$ cat src/hdl/isa_decode_pkg.sv
package isa_decode_pkg;

  // Factory switch values: base 0x2B0, no wait, segment 0xD000
  localparam logic [4:0] IO_BASE_FACTORY = 5'h0B;
  localparam logic [1:0] WAIT_FACTORY = 2'h0;
  localparam logic [4:0] MEM_SEG_FACTORY = 5'h14;

  // I/O window: A9 set, A15..A10 clear, A8..A4 from switches
  localparam int IO_TOP_BIT = 9;
  localparam int IO_HI_MSB = 15;
  localparam logic [3:0] DOUT_LO_OFS = 4'h0;
  localparam logic [3:0] DOUT_HI_OFS = 4'h1;
  localparam int CTRL_SEL_BIT = 3;

  // Memory window: A19 set, A18..A14 from switches, A13..A0 inside
  localparam int MEM_TOP_BIT = 19;
  localparam logic [13:0] ROM_LIMIT = 14'h2000;
  localparam logic [13:0] RAM_BASE = 14'h2000;
  localparam logic [13:0] RAM_LIMIT = 14'h2800;

  // Wait-state timing: one bus clock of 125 ns at a 20 ns core clock
  localparam int CORE_CLK_NS = 20;
  localparam int BUS_CLK_NS = 125;
  localparam int BUS_CLK_DIV = (BUS_CLK_NS + CORE_CLK_NS - 1) / CORE_CLK_NS;

  // DMA channels 1..3, interrupt levels 2..7
  localparam logic [2:0] DMA_CH_FACTORY = 3'h1;
  localparam logic [2:0] DMA_CH_MIN = 3'h1;
  localparam logic [2:0] DMA_CH_MAX = 3'h3;
  localparam logic [2:0] IRQ_FACTORY = 3'h7;
  localparam logic [2:0] IRQ_MIN = 3'h2;
  localparam logic [2:0] IRQ_MAX = 3'h7;

  // APB register map
  localparam logic [7:0] REG_STATUS = 8'h00;
  localparam logic [7:0] REG_CONTROL = 8'h04;
  localparam logic [7:0] REG_ROUTE = 8'h08;
  localparam logic [1:0] CONTROL_RESET = 2'h3;
  localparam int ROUTE_IRQ_LSB = 4;

  // Card-side selects handed to the output port and controller chip
  typedef struct packed {
    logic dout_lo;
    logic dout_hi;
    logic ctrl_cs;
    logic [2:0] ctrl_reg;
    logic rom_cs;
    logic ram_cs;
    logic [12:0] mem_ofs;
    logic rd;
    logic wr;
  } decode_s;

endpackage

$ cat src/hdl/isa_card_decoder.sv
`timescale 1ns/100ps
// Notes on behaviour
// - I/O base selectable from 0x200 to 0x3F0
// - A8..A4 compared; closed switch 0, open 1
// - Sixteen consecutive ports from the base
// - Offsets 0 and 1 select output bytes
// - Offsets 8..15 select controller registers
// - Factory inputs give base 0x2B0, no wait
// - Setting 00/01/10/11 gives 0/2/4/6 waits
// - Memory segment 0x8000..0xFC00 from A18..A14
// - A19 must be 1; A13..A0 pick ROM or RAM
// - Factory inputs give memory segment 0xD000
// - 10K window: 8K ROM, 2K RAM
// - DMA request and acknowledge share one channel
// - Controller interrupt onto one level 2..7
module isa_card_decoder
  import isa_decode_pkg::*;
#(
  parameter int BUS_DIV = BUS_CLK_DIV
)
(
  // Clock and reset
  input wire logic core_clk_i,
  input wire logic rst_n_i,
  // Host bus pins
  input wire logic [19:0] sa_i,
  input wire logic ior_n_i,
  input wire logic iow_n_i,
  input wire logic memr_n_i,
  input wire logic memw_n_i,
  input wire logic aen_i,
  input wire logic [3:1] dack_n_i,
  output logic [3:1] dma_req_o,
  output logic [7:2] irq_line_o,
  output logic chrdy_o,
  output logic chrdy_oe_n_o,
  // Configuration switches
  input wire logic [4:0] io_base_wait_switch_i,
  input wire logic [1:0] wait_count_switch_i,
  input wire logic [4:0] memory_segment_switch_i,
  // Controller chip side
  input wire logic ctrl_drq_i,
  input wire logic ctrl_irq_i,
  output logic ctrl_dack_o,
  output decode_s decode_o,
  // APB slave
  input wire logic psel,
  input wire logic penable,
  input wire logic pwrite,
  input wire logic [7:0] paddr,
  input wire logic [31:0] pwdata,
  output logic [31:0] prdata,
  output logic pready,
  output logic pslverr
);

  if (BUS_DIV < 1)
  begin : g_chk
    $error("BUS_DIV must be at least one");
  end

  localparam int SW = 42;
  localparam int DW = $clog2(BUS_DIV + 1);
  localparam logic [SW-1:0] SYNC_RST = {20'h00000, 4'hF, 1'b1, IO_BASE_FACTORY,
    WAIT_FACTORY, MEM_SEG_FACTORY, 3'h7, 2'h0};
  typedef enum logic [2:0] {
    ST_IDLE = 3'b001,
    ST_WAIT = 3'b010,
    ST_HOLD = 3'b100
  } wait_state_e;

  ////////////////////////////////////////////////////////////////////////////
  // Pin synchronisers, preset to factory switch values
  logic [SW-1:0] sync_a, sync_b;
  always_ff @(posedge core_clk_i)
  begin
    if (!rst_n_i)
    begin
      sync_a <= SYNC_RST;
      sync_b <= SYNC_RST;
    end
    else
    begin
      sync_a <= {sa_i, ior_n_i, iow_n_i, memr_n_i, memw_n_i, aen_i,
        io_base_wait_switch_i, wait_count_switch_i, memory_segment_switch_i,
        dack_n_i, ctrl_drq_i, ctrl_irq_i};
      sync_b <= sync_a;
    end
  end

  logic [19:0] addr;
  logic ior_n, iow_n, memr_n, memw_n, aen, drq, irq;
  logic [4:0] io_sw, mem_sw;
  logic [1:0] wait_sw;
  logic [3:1] dack_n;
  assign {addr, ior_n, iow_n, memr_n, memw_n, aen, io_sw, wait_sw, mem_sw,
    dack_n, drq, irq} = sync_b;

  ////////////////////////////////////////////////////////////////////////////
  // Software registers
  logic [1:0] control, next_control;
  logic [2:0] dma_ch, next_dma_ch, irq_lvl, next_irq_lvl;
  logic [31:0] next_prdata;
  wait_state_e state, next_state;
  logic io_hit, mem_hit;
  logic [2:0] wr_dma, wr_irq;
  assign wr_dma = pwdata[2:0];
  assign wr_irq = pwdata[ROUTE_IRQ_LSB+2:ROUTE_IRQ_LSB];
  assign pready = 1'b1;
  assign pslverr = psel && penable &&
    !(paddr == REG_STATUS || paddr == REG_CONTROL || paddr == REG_ROUTE);

  always_comb
  begin
    next_control = control;
    next_dma_ch = dma_ch;
    next_irq_lvl = irq_lvl;
    next_prdata = prdata;
    if (psel && !penable)
    begin
      // Read data prepared in setup, valid through the access phase
      case (paddr)
        REG_STATUS: next_prdata = {17'h0, mem_hit, io_hit, state[1], mem_sw,
          wait_sw, io_sw};
        REG_CONTROL: next_prdata = {30'h0, control};
        REG_ROUTE: next_prdata = {25'h0, irq_lvl, 1'b0, dma_ch};
        default: next_prdata = 32'h00000000;
      endcase
    end
    if (psel && penable && pwrite)
    begin
      if (paddr == REG_CONTROL)
        next_control = pwdata[1:0];
      // Out-of-range channel or level writes keep the old value
      if (paddr == REG_ROUTE && wr_dma >= DMA_CH_MIN && wr_dma <= DMA_CH_MAX)
        next_dma_ch = wr_dma;
      if (paddr == REG_ROUTE && wr_irq >= IRQ_MIN && wr_irq <= IRQ_MAX)
        next_irq_lvl = wr_irq;
    end
  end

  always_ff @(posedge core_clk_i)
  begin
    if (!rst_n_i)
    begin
      control <= CONTROL_RESET;
      dma_ch <= DMA_CH_FACTORY;
      irq_lvl <= IRQ_FACTORY;
      prdata <= 32'h00000000;
    end
    else
    begin
      control <= next_control;
      dma_ch <= next_dma_ch;
      irq_lvl <= next_irq_lvl;
      prdata <= next_prdata;
    end
  end

  ////////////////////////////////////////////////////////////////////////////
  // Address decode
  decode_s next_decode;
  logic [13:0] mofs;
  assign mofs = addr[13:0];
  assign io_hit = control[0] && !aen && (!ior_n || !iow_n) && addr[IO_TOP_BIT]
    && addr[IO_HI_MSB:IO_TOP_BIT+1] == '0 && addr[8:4] == io_sw;
  assign mem_hit = control[1] && addr[MEM_TOP_BIT] && addr[18:14] == mem_sw
    && ((!memr_n && mofs < ROM_LIMIT)
    || ((!memr_n || !memw_n) && mofs >= RAM_BASE && mofs < RAM_LIMIT));
  always_comb
  begin
    next_decode = '0;
    next_decode.dout_lo = io_hit && addr[3:0] == DOUT_LO_OFS;
    next_decode.dout_hi = io_hit && addr[3:0] == DOUT_HI_OFS;
    next_decode.ctrl_cs = io_hit && addr[CTRL_SEL_BIT];
    next_decode.ctrl_reg = addr[2:0];
    next_decode.rom_cs = mem_hit && mofs < ROM_LIMIT;
    next_decode.ram_cs = mem_hit && mofs >= RAM_BASE;
    next_decode.mem_ofs = mofs[12:0];
    next_decode.rd = io_hit ? !ior_n : (mem_hit && !memr_n);
    next_decode.wr = io_hit ? !iow_n : (mem_hit && !memw_n);
  end

  always_ff @(posedge core_clk_i)
  begin
    if (!rst_n_i)
      decode_o <= '0;
    else
      decode_o <= next_decode;
  end

  ////////////////////////////////////////////////////////////////////////////
  // Wait-state generator, bus clock from a restarted divider
  logic hit, hit_q, start, tick;
  logic [2:0] wcnt, next_wcnt, wait_n;
  logic [DW-1:0] div, next_div;
  assign hit = io_hit || mem_hit;
  assign start = hit && !hit_q;
  assign wait_n = {wait_sw, 1'b0};
  assign tick = div == '0;
  always_comb
  begin
    next_state = state;
    next_wcnt = wcnt;
    next_div = tick ? DW'(BUS_DIV - 1) : div - 1'b1;
    case (state)
      ST_IDLE:
        if (start && wait_n != '0)
        begin
          next_state = ST_WAIT;
          next_wcnt = wait_n;
          next_div = DW'(BUS_DIV - 1);
        end
      ST_WAIT:
        if (tick)
        begin
          next_wcnt = wcnt - 1'b1;
          if (wcnt == 3'h1)
            next_state = ST_HOLD;
        end
      ST_HOLD:
        if (!hit)
          next_state = ST_IDLE;
      default:
        next_state = ST_IDLE;
    endcase
  end

  always_ff @(posedge core_clk_i)
  begin
    if (!rst_n_i)
    begin
      state <= ST_IDLE;
      wcnt <= 3'h0;
      div <= '0;
      hit_q <= 1'b0;
    end
    else
    begin
      state <= next_state;
      wcnt <= next_wcnt;
      div <= next_div;
      hit_q <= hit;
    end
  end

  // Open-drain channel ready: pulled low only while waiting
  assign chrdy_o = 1'b0;
  assign chrdy_oe_n_o = state != ST_WAIT;

  ////////////////////////////////////////////////////////////////////////////
  // DMA and interrupt routing, one channel and one level
  logic [3:1] next_req;
  logic [7:2] next_irq;
  logic [3:1] ack_hit;
  genvar gi;
  for (gi = 1; gi <= 3; gi++)
  begin : g_dma
    assign next_req[gi] = drq && dma_ch == 3'(gi);
    assign ack_hit[gi] = !dack_n[gi] && dma_ch == 3'(gi);
  end
  for (gi = 2; gi <= 7; gi++)
  begin : g_irq
    assign next_irq[gi] = irq && irq_lvl == 3'(gi);
  end

  always_ff @(posedge core_clk_i)
  begin
    if (!rst_n_i)
    begin
      dma_req_o <= '0;
      irq_line_o <= '0;
      ctrl_dack_o <= 1'b0;
    end
    else
    begin
      dma_req_o <= next_req;
      irq_line_o <= next_irq;
      ctrl_dack_o <= |ack_hit;
    end
  end

  logic [15:0] low_cnt;
  logic [2:0] wait_lat;
  always_ff @(posedge core_clk_i)
  begin
    if (!rst_n_i || state != ST_WAIT)
      low_cnt <= 16'h0000;
    else
      low_cnt <= low_cnt + 1'b1;
    if (state == ST_IDLE)
      wait_lat <= wait_n;
  end
endmodule

$ cat config.mk
export PLATFORM = sky130hd
export DESIGN_NAME = isa_card_decoder
export DESIGN_NICKNAME = d
export VERILOG_FILES = /design/src/hdl/isa_decode_pkg.sv /design/src/hdl/isa_card_decoder.sv
export SDC_FILE = /design/constraint.sdc
export NUM_CORES = 1
export LEC_CHECK = 0
export ABC_AREA = 1
export BUFFER_PORTS_ARGS = -buffer_cell sky130_fd_sc_hd__buf_4
export CAP_MARGIN = 20
export CORE_MARGIN = 2
export CORE_UTILIZATION = 51
export CTS_CLUSTER_SIZE = 10
export DETAILED_ROUTE_END_ITERATION = 12
export PLACE_DENSITY_LB_ADDON = 0.05
export SETUP_SLACK_MARGIN = 0.15
export SLEW_MARGIN = 20
export SYNTH_ARGS = -nofsm -noshare
export SYNTH_HDL_FRONTEND = slang
export SYNTH_SLANG_ARGS = --single-unit
$ cat constraint.sdc
create_clock -name core_clk_i -period 1.6 [get_ports core_clk_i]
set_clock_uncertainty 0.1 [all_clocks]
set_input_delay 0.32 -clock core_clk_i [delete_from_list [all_inputs] [get_ports core_clk_i]]
set_output_delay 0.32 -clock core_clk_i [all_outputs]
set_load 0.03 [all_outputs]
Yosys cells after proc, flatten, opt, wreduce, memory -nomap -nowiden
Cells that the tools add are included.
{ "totals": {"in_bits": 87, "regBits": 167, "out_inout_bits": 69, "elab_cells": 137} }
{ "op_classes": {"magnitude_cmp": 7, "n_reduce_logical": 69, "eq_ne": 23, "add_sub_neg": 2, "n_mux": 14} }
{ "op_table": {"columns": ["operator", "n"], "rows": [
  ["15-bit case mux with 3 select lines", 1],
  ["1-bit logical AND", 40],
  ["14-bit < comparator, second input constant", 2],
  ["3-bit 2-to-1 mux", 9],
  ["3-bit by 2-bit equality test with 1-bit output, second input constant", 5],
  ["3-bit equality test, second input constant", 5],
  ["14-bit >= comparator, second input constant", 1],
  ["1-bit zero test", 11],
  ["5-bit equality test", 2],
  ["3-bit by 1-bit equality test with 1-bit output, second input constant", 3],
  ["3-bit case mux with 3 select lines", 1],
  ["8-bit by 3-bit equality test with 1-bit output, second input constant", 1],
  ["8-bit by 4-bit equality test with 1-bit output, second input constant", 1],
  ["8-bit zero test", 1],
  ["2-bit != test, second input constant", 4],
  ["6-bit zero test", 1],
  ["1-bit logical OR", 6],
  ["3-bit case mux with 2 select lines", 1],
  ["2-bit AND reduction", 3],
  ["3-bit by 1-bit subtractor with 3-bit output, second input constant", 2],
  ["4-bit by 1-bit equality test with 1-bit output, second input constant", 1],
  ["4-bit zero test", 1],
  ["4-bit AND reduction", 1],
  ["3-bit by 1-bit >= comparator with 1-bit output, second input constant", 1],
  ["10 further kinds", 11]
]} }

Depth between registers and ports, before layout
Gate-level depths: netlist of the first run.
{ "depth": {"word_depth": 11, "ltp_mapped": 13, "depth_no_buf": 13} }

Least setup slack after synthesis of the first run
Ideal clock, no wire load.
{ "synth_timing": {"path_type": "input-to-output", "start": "input paddr[5]", "end": "output pslverr", "path_stages": 6, "setup_slack_ns": -0.572, "required_ns": 1.180, "t_arrival_ns": 1.752, "n_path_buf": 0, "path_cell_list": "nor2_1 > nand2_1 > inv_1 > nand4_2 > inv_2 > nor4_1"} }
{ "synth_between": {"elab_chain_len": 5, "word_cells_on_any_way": 7, "classes_between": "eq/ne (2); reduce/logical (5)"} }
{ "synth_lines": {"columns": ["item", "line_no", "rtl"], "rows": [
  ["start: declaration", "isa_card_decoder.sv:50", "input wire logic [7:0] paddr,"],
  ["8-bit by 3-bit equality test with 1-bit output or 8-bit zero test (tied branches)", "isa_card_decoder.sv:111", "!(paddr == REG_STATUS || paddr == REG_CONTROL || paddr == REG_ROUTE);"],
  ["1-bit logical OR", "isa_card_decoder.sv:111", null],
  ["1-bit logical OR (*)", "isa_card_decoder.sv:111", null],
  ["1-bit zero test (*)", "isa_card_decoder.sv:111", null],
  ["1-bit logical AND (*)", "isa_card_decoder.sv:110", "assign pslverr = psel && penable &&"],
  ["end: declaration", "isa_card_decoder.sv:54", "output logic pslverr"]
]} }
Every way passes the cells marked *; elsewhere a longest branch is shown, timed or not.

Final worst setup path of the first run
{ "layout_timing": {"start": "input paddr[0]", "end": "output pslverr"} }
Same word-level chain as after synthesis.

==> results of run 1 <==
cell usage after synthesis:
cell / instances
or2_4: 1
buf_4: 22
a31oi_1: 1
inv_2: 1
nand4_2: 1
nand2_2: 1
nor4_1: 1
o21ai_0: 9
nand3_1: 24
or2_1: 1
nand2_1: 166
o21ai_1: 2
o22ai_1: 3
dfxtp_1: 147
o211ai_1: 6
nor3_2: 1
or2_2: 27
buf_1: 1
inv_1: 122
conb_1: 2
buf_2: 3
xnor2_1: 4
nor3_1: 8
buf_6: 2
nand4_1: 2
a21oi_2: 1
nor4_4: 2
nor2_1: 37
ha_1: 4
xor2_1: 1
a22oi_1: 2
a21oi_1: 20
clkbuf_1: 12
final timing paths:
check | from | endpoint | slack (ps) | cells after the start
max | paddr[0] | pslverr | -20 | 5
max reg2reg | sync_b[34]$_SDFF_PN0_ | state[2]$_SDFFE_PN0P_ | 30 | 12
min reg2reg | sync_a[27]$_SDFF_PN0_ | sync_b[27]$_SDFF_PN0_ | 310 | 2
min | pwdata[0] | dma_ch[0]$_SDFFE_PN1P_ | 50 | 3
sequential cells by signal, summed over array words and instances (netlist names):
signal,flops
control,2
ctrl_dack_o,1
decode_o,20
div,3
dma_ch,3
dma_req_o,3
hit_q,1
irq_line_o,6
irq_lvl,3
prdata,15
state,3
sync_a,42
sync_b,42
wcnt,3
logic make-up after synthesis:
logic type / Yosys count / synth area share, %
and+or+nand+nor: 272 / 23.0
buffers and inverters: 163 / 13.7
DFF: 147 / 56.6
AOI/OAI and AO/OA: 44 / 4.79
xor gates and xnor gates: 5 / 0.842
adders and majority gates: 4 / 0.962
other: 2 / 0.144
cells in the final DEF (no fill, tap or decap), drive strengths merged:
| master | n |
|---|---|
| or2 | 29 |
| a22oi | 2 |
| nand3 | 24 |
| nor3 | 9 |
| a31oi | 1 |
| conb | 19 |
| dlygate4sd3 | 46 |
| clkbuf | 20 |
| clkinvlp | 1 |
| o211ai | 6 |
| dfxtp | 147 |
| clkinv | 3 |
| o22ai | 3 |
| nor2 | 37 |
| buf | 148 |
| a21oi | 21 |
| bufinv | 5 |
| xor2 | 1 |
| nand4 | 3 |
| ha | 4 |
| nand2 | 167 |
| nor4 | 3 |
| xnor2 | 4 |
| o21ai | 11 |
| inv | 125 |
worst max-delay path, cell delays in order:
cell and delay, ps:
buf_6 90, or2_4 270, nor4_4 290, nor4_4 50
buf_4 180
power groups by stage:
| stage | combinational (uW) | sequential, uW | clock, uW |
|---|---|---|---|
| floorplan | 426 | 3960 | 0 |
| global placement | 607 | 3950 | 0 |
| detailed placement | 631 | 3950 | 0 |
| CTS | 753 | 3880 | 4280 |
| global route | 915 | 3900 | 4450 |
| finish | 835 | 3890 | 4230 |
per-layer routing:
metal	wire length, um	part of all wire (%)
met1	4820	41
met2	6190	52
met3	631	5.3
met4	160	1.4
met5	0	0
cell type report:
cell class	instances	area, um^2	area share, %
sequential	147	3000	37.9
timing repair buffer	194	1750	22.1
clock buffer	20	435	5.51
tap	133	166	2.10
multi-input combinational	344	1890	24.0
inverter	123	464	5.87
clock inverter	11	201	2.55
timing repair:
action                                  4_1_cts  5_1_grt
hold buffers                                 46        0
endpoints found under the hold margin        46        0
endpoints found under the setup margin       36       35
setup buffers                                 7        8
pin swaps                                    18       24
gates resized for setup                      75       89
stage by stage:
| stage | hold WS (ps) | area, um^2 | util, % |
|---|---|---|---|
| detailed placement | 296 | 6240 | 63.6 |
| global placement | 293 | 6240 | 63.6 |
| finish | 47.1 | 7910 | 80.5 |
| CTS | 19.6 | 7610 | 77.5 |
| global route | 34.3 | 7910 | 80.5 |
| floorplan | 290 | 5320 | - |
==> results.sh, run 1 <==
export IMPL_status="complete, but fails checks"
export IMPL_violations="negative setup slack"
export IMPL_setup_viol=1
export IMPL_worstSkewPairLatency_ps=530
export IMPL_drive_gt1_share_pct=38.0
export IMPL_via_count=4369
export IMPL_io_buffers=110
export IMPL_rsz0062_at_grt="yes"
export IMPL_antenna_found_initial=0
export IMPL_setup_tns_ps=-18.2
export IMPL_die_w_um=105
export IMPL_p_leak_uw=0.00409
export IMPL_start_util_pct=53.0
export IMPL_grtUsageTotal_pct=21.6
export IMPL_viasPerCell=4.49
export IMPL_cts_buffers_inserted=17
export IMPL_clock_fmax_mhz=618
export IMPL_synth_seq_cells=147
export IMPL_drt_pass1_iter_count=4
export IMPL_grt_pass1_vias=4225
export IMPL_area_delta_synth_final_pct=52.0
export IMPL_die_area_mm2=0.0110
export IMPL_relSlewSlack_pct=58.6
export IMPL_coreArea_mm2=0.00982
export IMPL_ys_seq_area_share_pct=56.6
export IMPL_final_cell_count_no_fill=972
export IMPL_met1_usage_pct=24.4
export IMPL_clkPwrFrac_pct=47.2
export IMPL_criticalPathCategory="primary input to output pin"
export IMPL_hp_class="primary input to register"
export IMPL_wl_mm=11.8
export IMPL_htree_levels=4
export IMPL_synthCells=637
export IMPL_seq_power_share_pct=43.5
export IMPL_clkSinkCount=147
export IMPL_use_met2_pct=38.5
export IMPL_clk_pin_slew_ps=60
export IMPL_power_density_mw_per_mm2=1130
export IMPL_comb_power_share_pct=9.3
export IMPL_nNetsFinal=918
export IMPL_yosysTopAreaCell="dfxtp_1"
export IMPL_cp_arrival_ps=1200
export IMPL_max_cap_violations=0
export IMPL_num_io_pins=156
export IMPL_n_fill_cell=647
export IMPL_yosys_warnings=0
export IMPL_place_ws_ps=-151
export IMPL_total_power_uw=8950
export IMPL_crit_required_ps=1180
export IMPL_ir_drop_mv=0.857
export IMPL_die_h_um=105
export IMPL_use_met3_pct=6.11
export IMPL_dp_cells=880
export IMPL_clock_path_buffers=2
export IMPL_fp_row_count=36
export IMPL_drt_iter0_drc=114
export IMPL_intPower_uw=6950
export IMPL_ant_nets=0
export IMPL_slew_violations=0
export IMPL_hold_viol_final=0
export IMPL_grt_max_degree=90
export IMPL_globalplace_congestion=0.765
export IMPL_min_period_ps=1620
export IMPL_syn_area_mm2=0.00520
export IMPL_dp_hpwl_mm=7.40
export IMPL_path_max_fanout=3
export IMPL_switching_power_uw=2010
export IMPL_tritoncts="done"
export IMPL_cts_root_buf="clkbuf_8"
export IMPL_yosysTopAreaCellShare_pct=56.6
export IMPL_cp_end_kind="output pin"
export IMPL_grt_pass1_wl_mm=18.9
export IMPL_wl_per_cell_um=12.1
export IMPL_setup_slack_ps=-18.2
export IMPL_min_period_over_period_pct=101
export IMPL_start_kind="primary input"
export IMPL_synth_area_top_cells="dfxtp_1 57%, nand2_1 12%, inv_1 8.8%"
export IMPL_synth_distinct_cells=33
export IMPL_busiest_layer="met2"
export IMPL_switching_share_pct=22.4
export IMPL_tightest_slew_ps=616
export IMPL_drc_errors=0
export IMPL_gr_total_overflow=0
export IMPL_syn_avg_cell_area_um2=8.17
export IMPL_num_antenna_cells=0
Note: power is estimated with default switching activity, not from simulation.
==> run 2: changes to the inputs <==
- ABC_AREA: 1 -> not set
- CORE_MARGIN: 2 -> not set
- CORE_UTILIZATION: 51 -> 50
==> run 2 against run 1 <==
Net effect:
- the flow still finishes with violations (negative setup slack)
- count of clock-buffer cells in the layout shrank 2
- largest cell class unchanged
- design area decreased by 3.1%
- critical path type is now register to register
- sequential share of layout area is 0.89 points higher
- sequential power decreased by 1%
- total power fell by 3.4%
- global-route usage down 0.91 points
- highest routed layer unchanged
==> results.sh, run 2 <==
export IMPL_clk_pin_slew_ps=60
export IMPL_criticalPathCategory="register to register"
export IMPL_yosys_warnings=0
export IMPL_violations="negative setup slack"
export IMPL_cts_buffers_inserted=17
export IMPL_synthArstFlopShare_pct=0
export IMPL_p_leak_uw=0.00328
export IMPL_clock_fmax_mhz=530
export IMPL_tritoncts="done"
export IMPL_setup_slack_ps=-288
export IMPL_antenna_found_initial=0
export IMPL_area_delta_synth_final_pct=53.2
export IMPL_rr_worst_depth=7
export IMPL_synth_common_cells="147 x dfxtp_1, 73 x and2_1, 30 x nand2b_1, 22 x buf_4, 21 x nand2_1"
export IMPL_min_period_over_period_pct=118
export IMPL_reg_largest_list="sync_a x42, sync_b x42, decode_o x20"
export IMPL_setup_viol=16
export IMPL_hold_viol_final=0
export IMPL_dp_hpwl_mm=6.51
export IMPL_via_count=3722
export IMPL_worstSkewPairLatency_ps=520
export IMPL_tightest_slew_ps=522
export IMPL_die_w_um=102
export IMPL_cp_arrival_ps=2190
export IMPL_ant_nets=0
export IMPL_rsz0062_at_grt="yes"
export IMPL_synth_edf_count=0
export IMPL_dp_cells=719
export IMPL_hp_class="primary input to register"
export IMPL_htree_levels=4
export IMPL_crit_required_ps=1900
export IMPL_num_antenna_cells=0
export IMPL_synth_area_top_cells="dfxtp_1 59%, and2_1 9.1%, nand2b_1 3.8%"
export IMPL_synth_distinct_cells=44
export IMPL_synth_seq_cells=147
export IMPL_grt_pass1_vias=3517
export IMPL_min_path_cells=2
export IMPL_status="complete, but fails checks"
export IMPL_globalplace_congestion=0.826
export IMPL_die_area_mm2=0.0104
export IMPL_hp_start="rst_n_i"
export IMPL_wl_per_cell_um=13.1
export IMPL_cp_end_kind="register"
export IMPL_fin_hold_ws_ps=27.2
export IMPL_min_period_ps=1890
export IMPL_drt_pass1_iter_count=4
export IMPL_coreArea_mm2=0.00973
export IMPL_grt_pass1_wl_mm=16.2
export IMPL_drc_errors=0
export IMPL_start_kind="register"
export IMPL_drive_gt1_share_pct=36.5
export IMPL_synthCells=465
export IMPL_yosysMostFrequentCell="dfxtp_1"
export IMPL_yosysTopAreaCellShare_pct=58.8
export IMPL_routed_wl_met3_um=502
export IMPL_final_common_cell="dfxtp_1"
export IMPL_dpl_instance_area_mm2=0.00613
export IMPL_r2r_end="wcnt[1]$_SDFFE_PN0P_"
export IMPL_io_buffers=110
export IMPL_num_io_pins=156
export IMPL_max_cap_violations=0
export IMPL_ir_drop_mv=0.806
export IMPL_cts_root_buf="clkbuf_8"
export IMPL_layout_common_cells="122 x dfxtp_1, 112 x buf_4, 72 x and2_1"
export IMPL_start_util_pct=51.4
export IMPL_wl_met2_mm=5.66
export IMPL_grt_max_degree=61
export IMPL_fp_row_count=36
export IMPL_top_layer="met4"
export IMPL_path_max_fanout=4
export IMPL_grtUsageTotal_pct=20.7
export IMPL_nNetsFinal=755
export IMPL_yosysTopAreaCell="dfxtp_1"
export IMPL_final_cell_count_no_fill=810
export IMPL_min_to="sync_b[4]$_SDFF_PN1_"
export IMPL_ys_seq_area_share_pct=58.8
export IMPL_clkSinkCount=147
export IMPL_reg2reg_from="sync_b[7]$_SDFF_PN1_"
export IMPL_syn_area_mm2=0.00500
export IMPL_drt_iter0_drc=101
export IMPL_viasPerCell=4.60
export IMPL_clock_path_buffers=2
export IMPL_die_h_um=102
export IMPL_gr_total_overflow=0
export IMPL_stdcell_area_mm2=0.00766
export IMPL_wl_met1_mm=4.37
export IMPL_syn_avg_cell_area_um2=10.8
export IMPL_total_power_uw=8650
export IMPL_power_density_mw_per_mm2=1130
export IMPL_n_fill_cell=620
export IMPL_wl_mm=10.6
export IMPL_relSlewSlack_pct=64.7
export IMPL_regToRegSetupSlack_ps=-290
export IMPL_slew_violations=0
export IMPL_synthFlopType="dfxtp_1"
[run 2: changes by cell type after synthesis, sizes merged, moves of 10 or more]
cell    delta
or2       -28
nor2b     +18
a21oi     -16
nand2b    +30
inv      -117
mux2i     +10
a22oi     +13
nor2      -19
and2      +74
nand3     -22
nand2    -146
[run 2: repair_timing]
item                                   CTS  global route
setup endpoints to repair               29            51
resized for setup                       42            54
endpoints found under the hold margin   49             0
setup buffers                            9             3
hold buffers                            47             0
gates cloned                             0             0
pin swaps                               14            14
[run 2: worst max-delay path, cell delays in order (launching register included)]
cell and delay [ps]:
dfxtp_2 340, xor2_1 170, a2111oi_4 360, nand4_2 170
a211oi_4 290, buf_6 150, o21ai_2 60, o311a_4 130
[run 2: cells by family (layout without fill, tap and decap cells)]
group                    Yosys count  after routing  synth area share (%)
multiplexers                      14             14                  2.90
AO/OA/AOI/OAI                     40             40                  5.93
adder cells (fa/ha/maj)            4              4                  1.00
buffers and inverters             48            243                  5.28
other                              2             19                 0.150
AND/OR/NAND/NOR                  198            198                  23.8
XOR/XNOR                          12             12                  2.10
flip-flops                       147            147                  58.8
[run 2: layout make-up]
type	instances	area, um^2	share of cell area (%)
inverter	6	22.5	0.294
multi-input combinational	287	2020	26.3
clock inverter	14	201	2.63
sequential	147	2980	38.8
clock buffer	18	418	5.45
timing repair buffer	205	1860	24.3
tap	133	166	2.17
[run 2: worst max-delay path by stage]
stage | startpoint | to | slack, ps | cells past startpoint
floorplan | sync_b[36]$_SDFF_PN0_ | wcnt[1]$_SDFFE_PN0P_ | -260 | 6
global placement | sync_b[36]$_SDFF_PN0_ | wcnt[1]$_SDFFE_PN0P_ | -270 | 7
detailed placement | sync_b[36]$_SDFF_PN0_ | wcnt[1]$_SDFFE_PN0P_ | -310 | 7
CTS | sync_b[7]$_SDFF_PN1_ | wcnt[1]$_SDFFE_PN0P_ | -260 | 7
global route | sync_b[7]$_SDFF_PN1_ | wcnt[1]$_SDFFE_PN0P_ | -360 | 7
finish | sync_b[7]$_SDFF_PN1_ | wcnt[1]$_SDFFE_PN0P_ | -290 | 7
[run 2: power breakdown]
group	internal [uW]	switching (uW)	total, uW
logic	378	325	703
clock network	2560	1540	4090
registers	3800	56.6	3850
total	6730	1920	8650
[run 2: through the flow]
| stage | setup slack [ps] | utilization (%) | TNS [ps] |
|---|---|---|---|
| 3_5_place_dp | -310 | 63.0 | -4950 |
| 3_3_place_gp | -270 | 63.0 | -3620 |
| 5_1_grt | -360 | 78.8 | -4230 |
| 6_report | -288 | 78.8 | -2900 |
| 2_1_floorplan | -264 | - | -1690 |
| 4_1_cts | -264 | 76.6 | -2970 |
[run 2: routing by layer]
layer | up-vias | global-route usage, %
met5 | - | 0
met4 | 0 | 7.36
met3 | 9 | 5.88
met2 | 111 | 37.1
met1 | 1723 | 23.6
li1 | 1879 | -
==> run 3: changes to the inputs <==
- HOLD_SLACK_MARGIN: not set -> 0.1
==> run 3 against run 2 <==
Net effect:
- worst setup slack better by 12 ps
- sequential power is essentially flat
- flip-flop and latch count unchanged
- register-to-register slack is essentially flat
- sequential share of layout area shrank 0.24 points
- wire length up 1.7%
- maximum frequency is 0.64% higher
- total power up 0.22%
- hold slack improved by 88 ps
- largest cell class unchanged
- highest routed layer unchanged
- count of clock-buffer cells in the layout is the same
- combinational power grew 2%
- the flow still finishes with violations (negative setup slack)
==> results.sh, run 3 (synthesis results as in run 2) <==
export IMPL_slew_violations=0
export IMPL_gr_total_overflow=0
export IMPL_coreArea_mm2=0.00973
export IMPL_area_delta_synth_final_pct=54.1
export IMPL_criticalPathCategory="register to register"
export IMPL_rsz0062_at_grt="yes"
export IMPL_max_cap_violations=0
export IMPL_p_leak_uw=0.00329
export IMPL_total_power_uw=8670
export IMPL_place_ws_ps=-310
export IMPL_globalplace_congestion=0.826
export IMPL_start_util_pct=51.4
export IMPL_die_w_um=102
export IMPL_via_count=3762
export IMPL_relSlewSlack_pct=63.9
export IMPL_wl_per_cell_um=13.3
export IMPL_drt_pass1_iter_count=4
export IMPL_clock_fmax_mhz=533
export IMPL_cp_end_kind="register"
export IMPL_setup_viol=16
export IMPL_antenna_found_initial=0
export IMPL_cts_buffers_inserted=17
export IMPL_clock_path_buffers=2
export IMPL_reg_largest_list="sync_a x42, sync_b x42, decode_o x20"
export IMPL_min_period_over_period_pct=117
export IMPL_die_area_mm2=0.0104
export IMPL_cp_arrival_ps=2180
export IMPL_worstSkewPairLatency_ps=520
export IMPL_grt_max_degree=61
export IMPL_clk_pin_slew_ps=60
export IMPL_n_fill_cell=610
export IMPL_setup_slack_ps=-276
export IMPL_dp_hpwl_mm=6.51
export IMPL_power_density_mw_per_mm2=1120
export IMPL_clkSinkCount=147
export IMPL_final_common_cell="dfxtp_1"
export IMPL_ant_nets=0
export IMPL_num_io_pins=156
export IMPL_nNetsFinal=760
export IMPL_htree_levels=4
export IMPL_fp_row_count=36
export IMPL_grt_pass1_vias=3549
export IMPL_num_antenna_cells=0
export IMPL_min_period_ps=1880
export IMPL_grt_pass1_wl_mm=16.5
export IMPL_tightest_slew_ps=533
export IMPL_multiInputGateArea_mm2=0.00202
export IMPL_tritoncts="done"
export IMPL_layout_common_cells="123 x dfxtp_1, 113 x buf_4, 72 x and2_1"
export IMPL_cts_root_buf="clkbuf_8"
export IMPL_ff_latch_area_mm2=0.00298
export IMPL_drive_gt1_share_pct=36.1
export IMPL_viasPerCell=4.62
export IMPL_grtUsageTotal_pct=21.1
export IMPL_io_buffers=110
export IMPL_crit_required_ps=1900
export IMPL_hold_viol_final=0
export IMPL_status="complete, but fails checks"
export IMPL_drc_errors=0
export IMPL_path_max_fanout=4
export IMPL_wl_mm=10.8
export IMPL_drt_iter0_drc=87
export IMPL_violations="negative setup slack"
export IMPL_start_kind="register"
export IMPL_die_h_um=102
export IMPL_hp_class="primary input to register"
export IMPL_ir_drop_mv=0.806
-- run 3: cell count changes in the layout (fill, tap and decap cells not counted), sizes merged --
cell and change:
dlygate4sd3 +5
-- run 3: path summary, 6_finish.rpt --
check	start	endpoint	slack, ps	cells past startpoint
hold reg to reg	sync_a[18]$_SDFF_PN1_	sync_b[18]$_SDFF_PN1_	300	1
setup / recovery	sync_b[7]$_SDFF_PN1_	wcnt[1]$_SDFFE_PN0P_	-280	7
hold / removal	rst_n_i	decode_o[7]$_SDFF_PN0_	110	2
setup reg to reg	sync_b[7]$_SDFF_PN1_	wcnt[1]$_SDFFE_PN0P_	-280	7
-- run 3: routing by layer --
layer | wire length [um] | global-route usage [%]
met3 | 501 | 5.88
met5 | 0 | 0
met2 | 5820 | 38.2
met4 | 56 | 7.36
met1 | 4430 | 23.8
-- run 3: final cells by class --
| type | count | area share (%) |
|---|---|---|
| Tap cell | 133 | 2.16 |
| Clock inverter | 14 | 2.61 |
| Sequential cell | 147 | 38.6 |
| Timing Repair Buffer | 210 | 24.8 |
| Inverter | 6 | 0.292 |
| Clock buffer | 18 | 5.42 |
| Multi-Input combinational cell | 287 | 26.1 |
-- run 3: worst max-delay path, stage by stage (launching register included) --
cell	delay (ps)
dfxtp_2	340
xor2_1	170
a2111oi_4	350
nand4_2	170
a211oi_4	290
buf_6	150
o21ai_2	60
o311a_4	130
-- run 3: where the power goes --
group / leakage, uW / total [uW] / internal, uW / switching (uW)
clock network: 0.000297 / 4100 / 2560 / 1540
logic: 0.00178 / 717 / 386 / 331
registers: 0.00122 / 3850 / 3800 / 56.6
-- run 3: metrics by stage --
step / std cells / utilization [%] / setup TNS (ps) / area [um^2] / hold WS (ps)
floorplan: 482 / - / -1690 / 5090 / 286
detailed placement: 719 / 63.0 / -4950 / 6130 / 291
finish: 815 / 79.2 / -2790 / 7710 / 115
global route: 815 / 79.2 / -4230 / 7710 / 97.5
global placement: 719 / 63.0 / -3620 / 6130 / 291
CTS: 812 / 77.1 / -2970 / 7500 / 100
-- run 3: what timing repair did --
item | 4_1_cts | 5_1_grt
gates resized for setup | 42 | 52
hold buffers | 52 | 0
setup endpoints to repair | 29 | 50
pin swaps | 14 | 14
buffers inserted | 9 | 3
hold endpoints to repair | 53 | 0
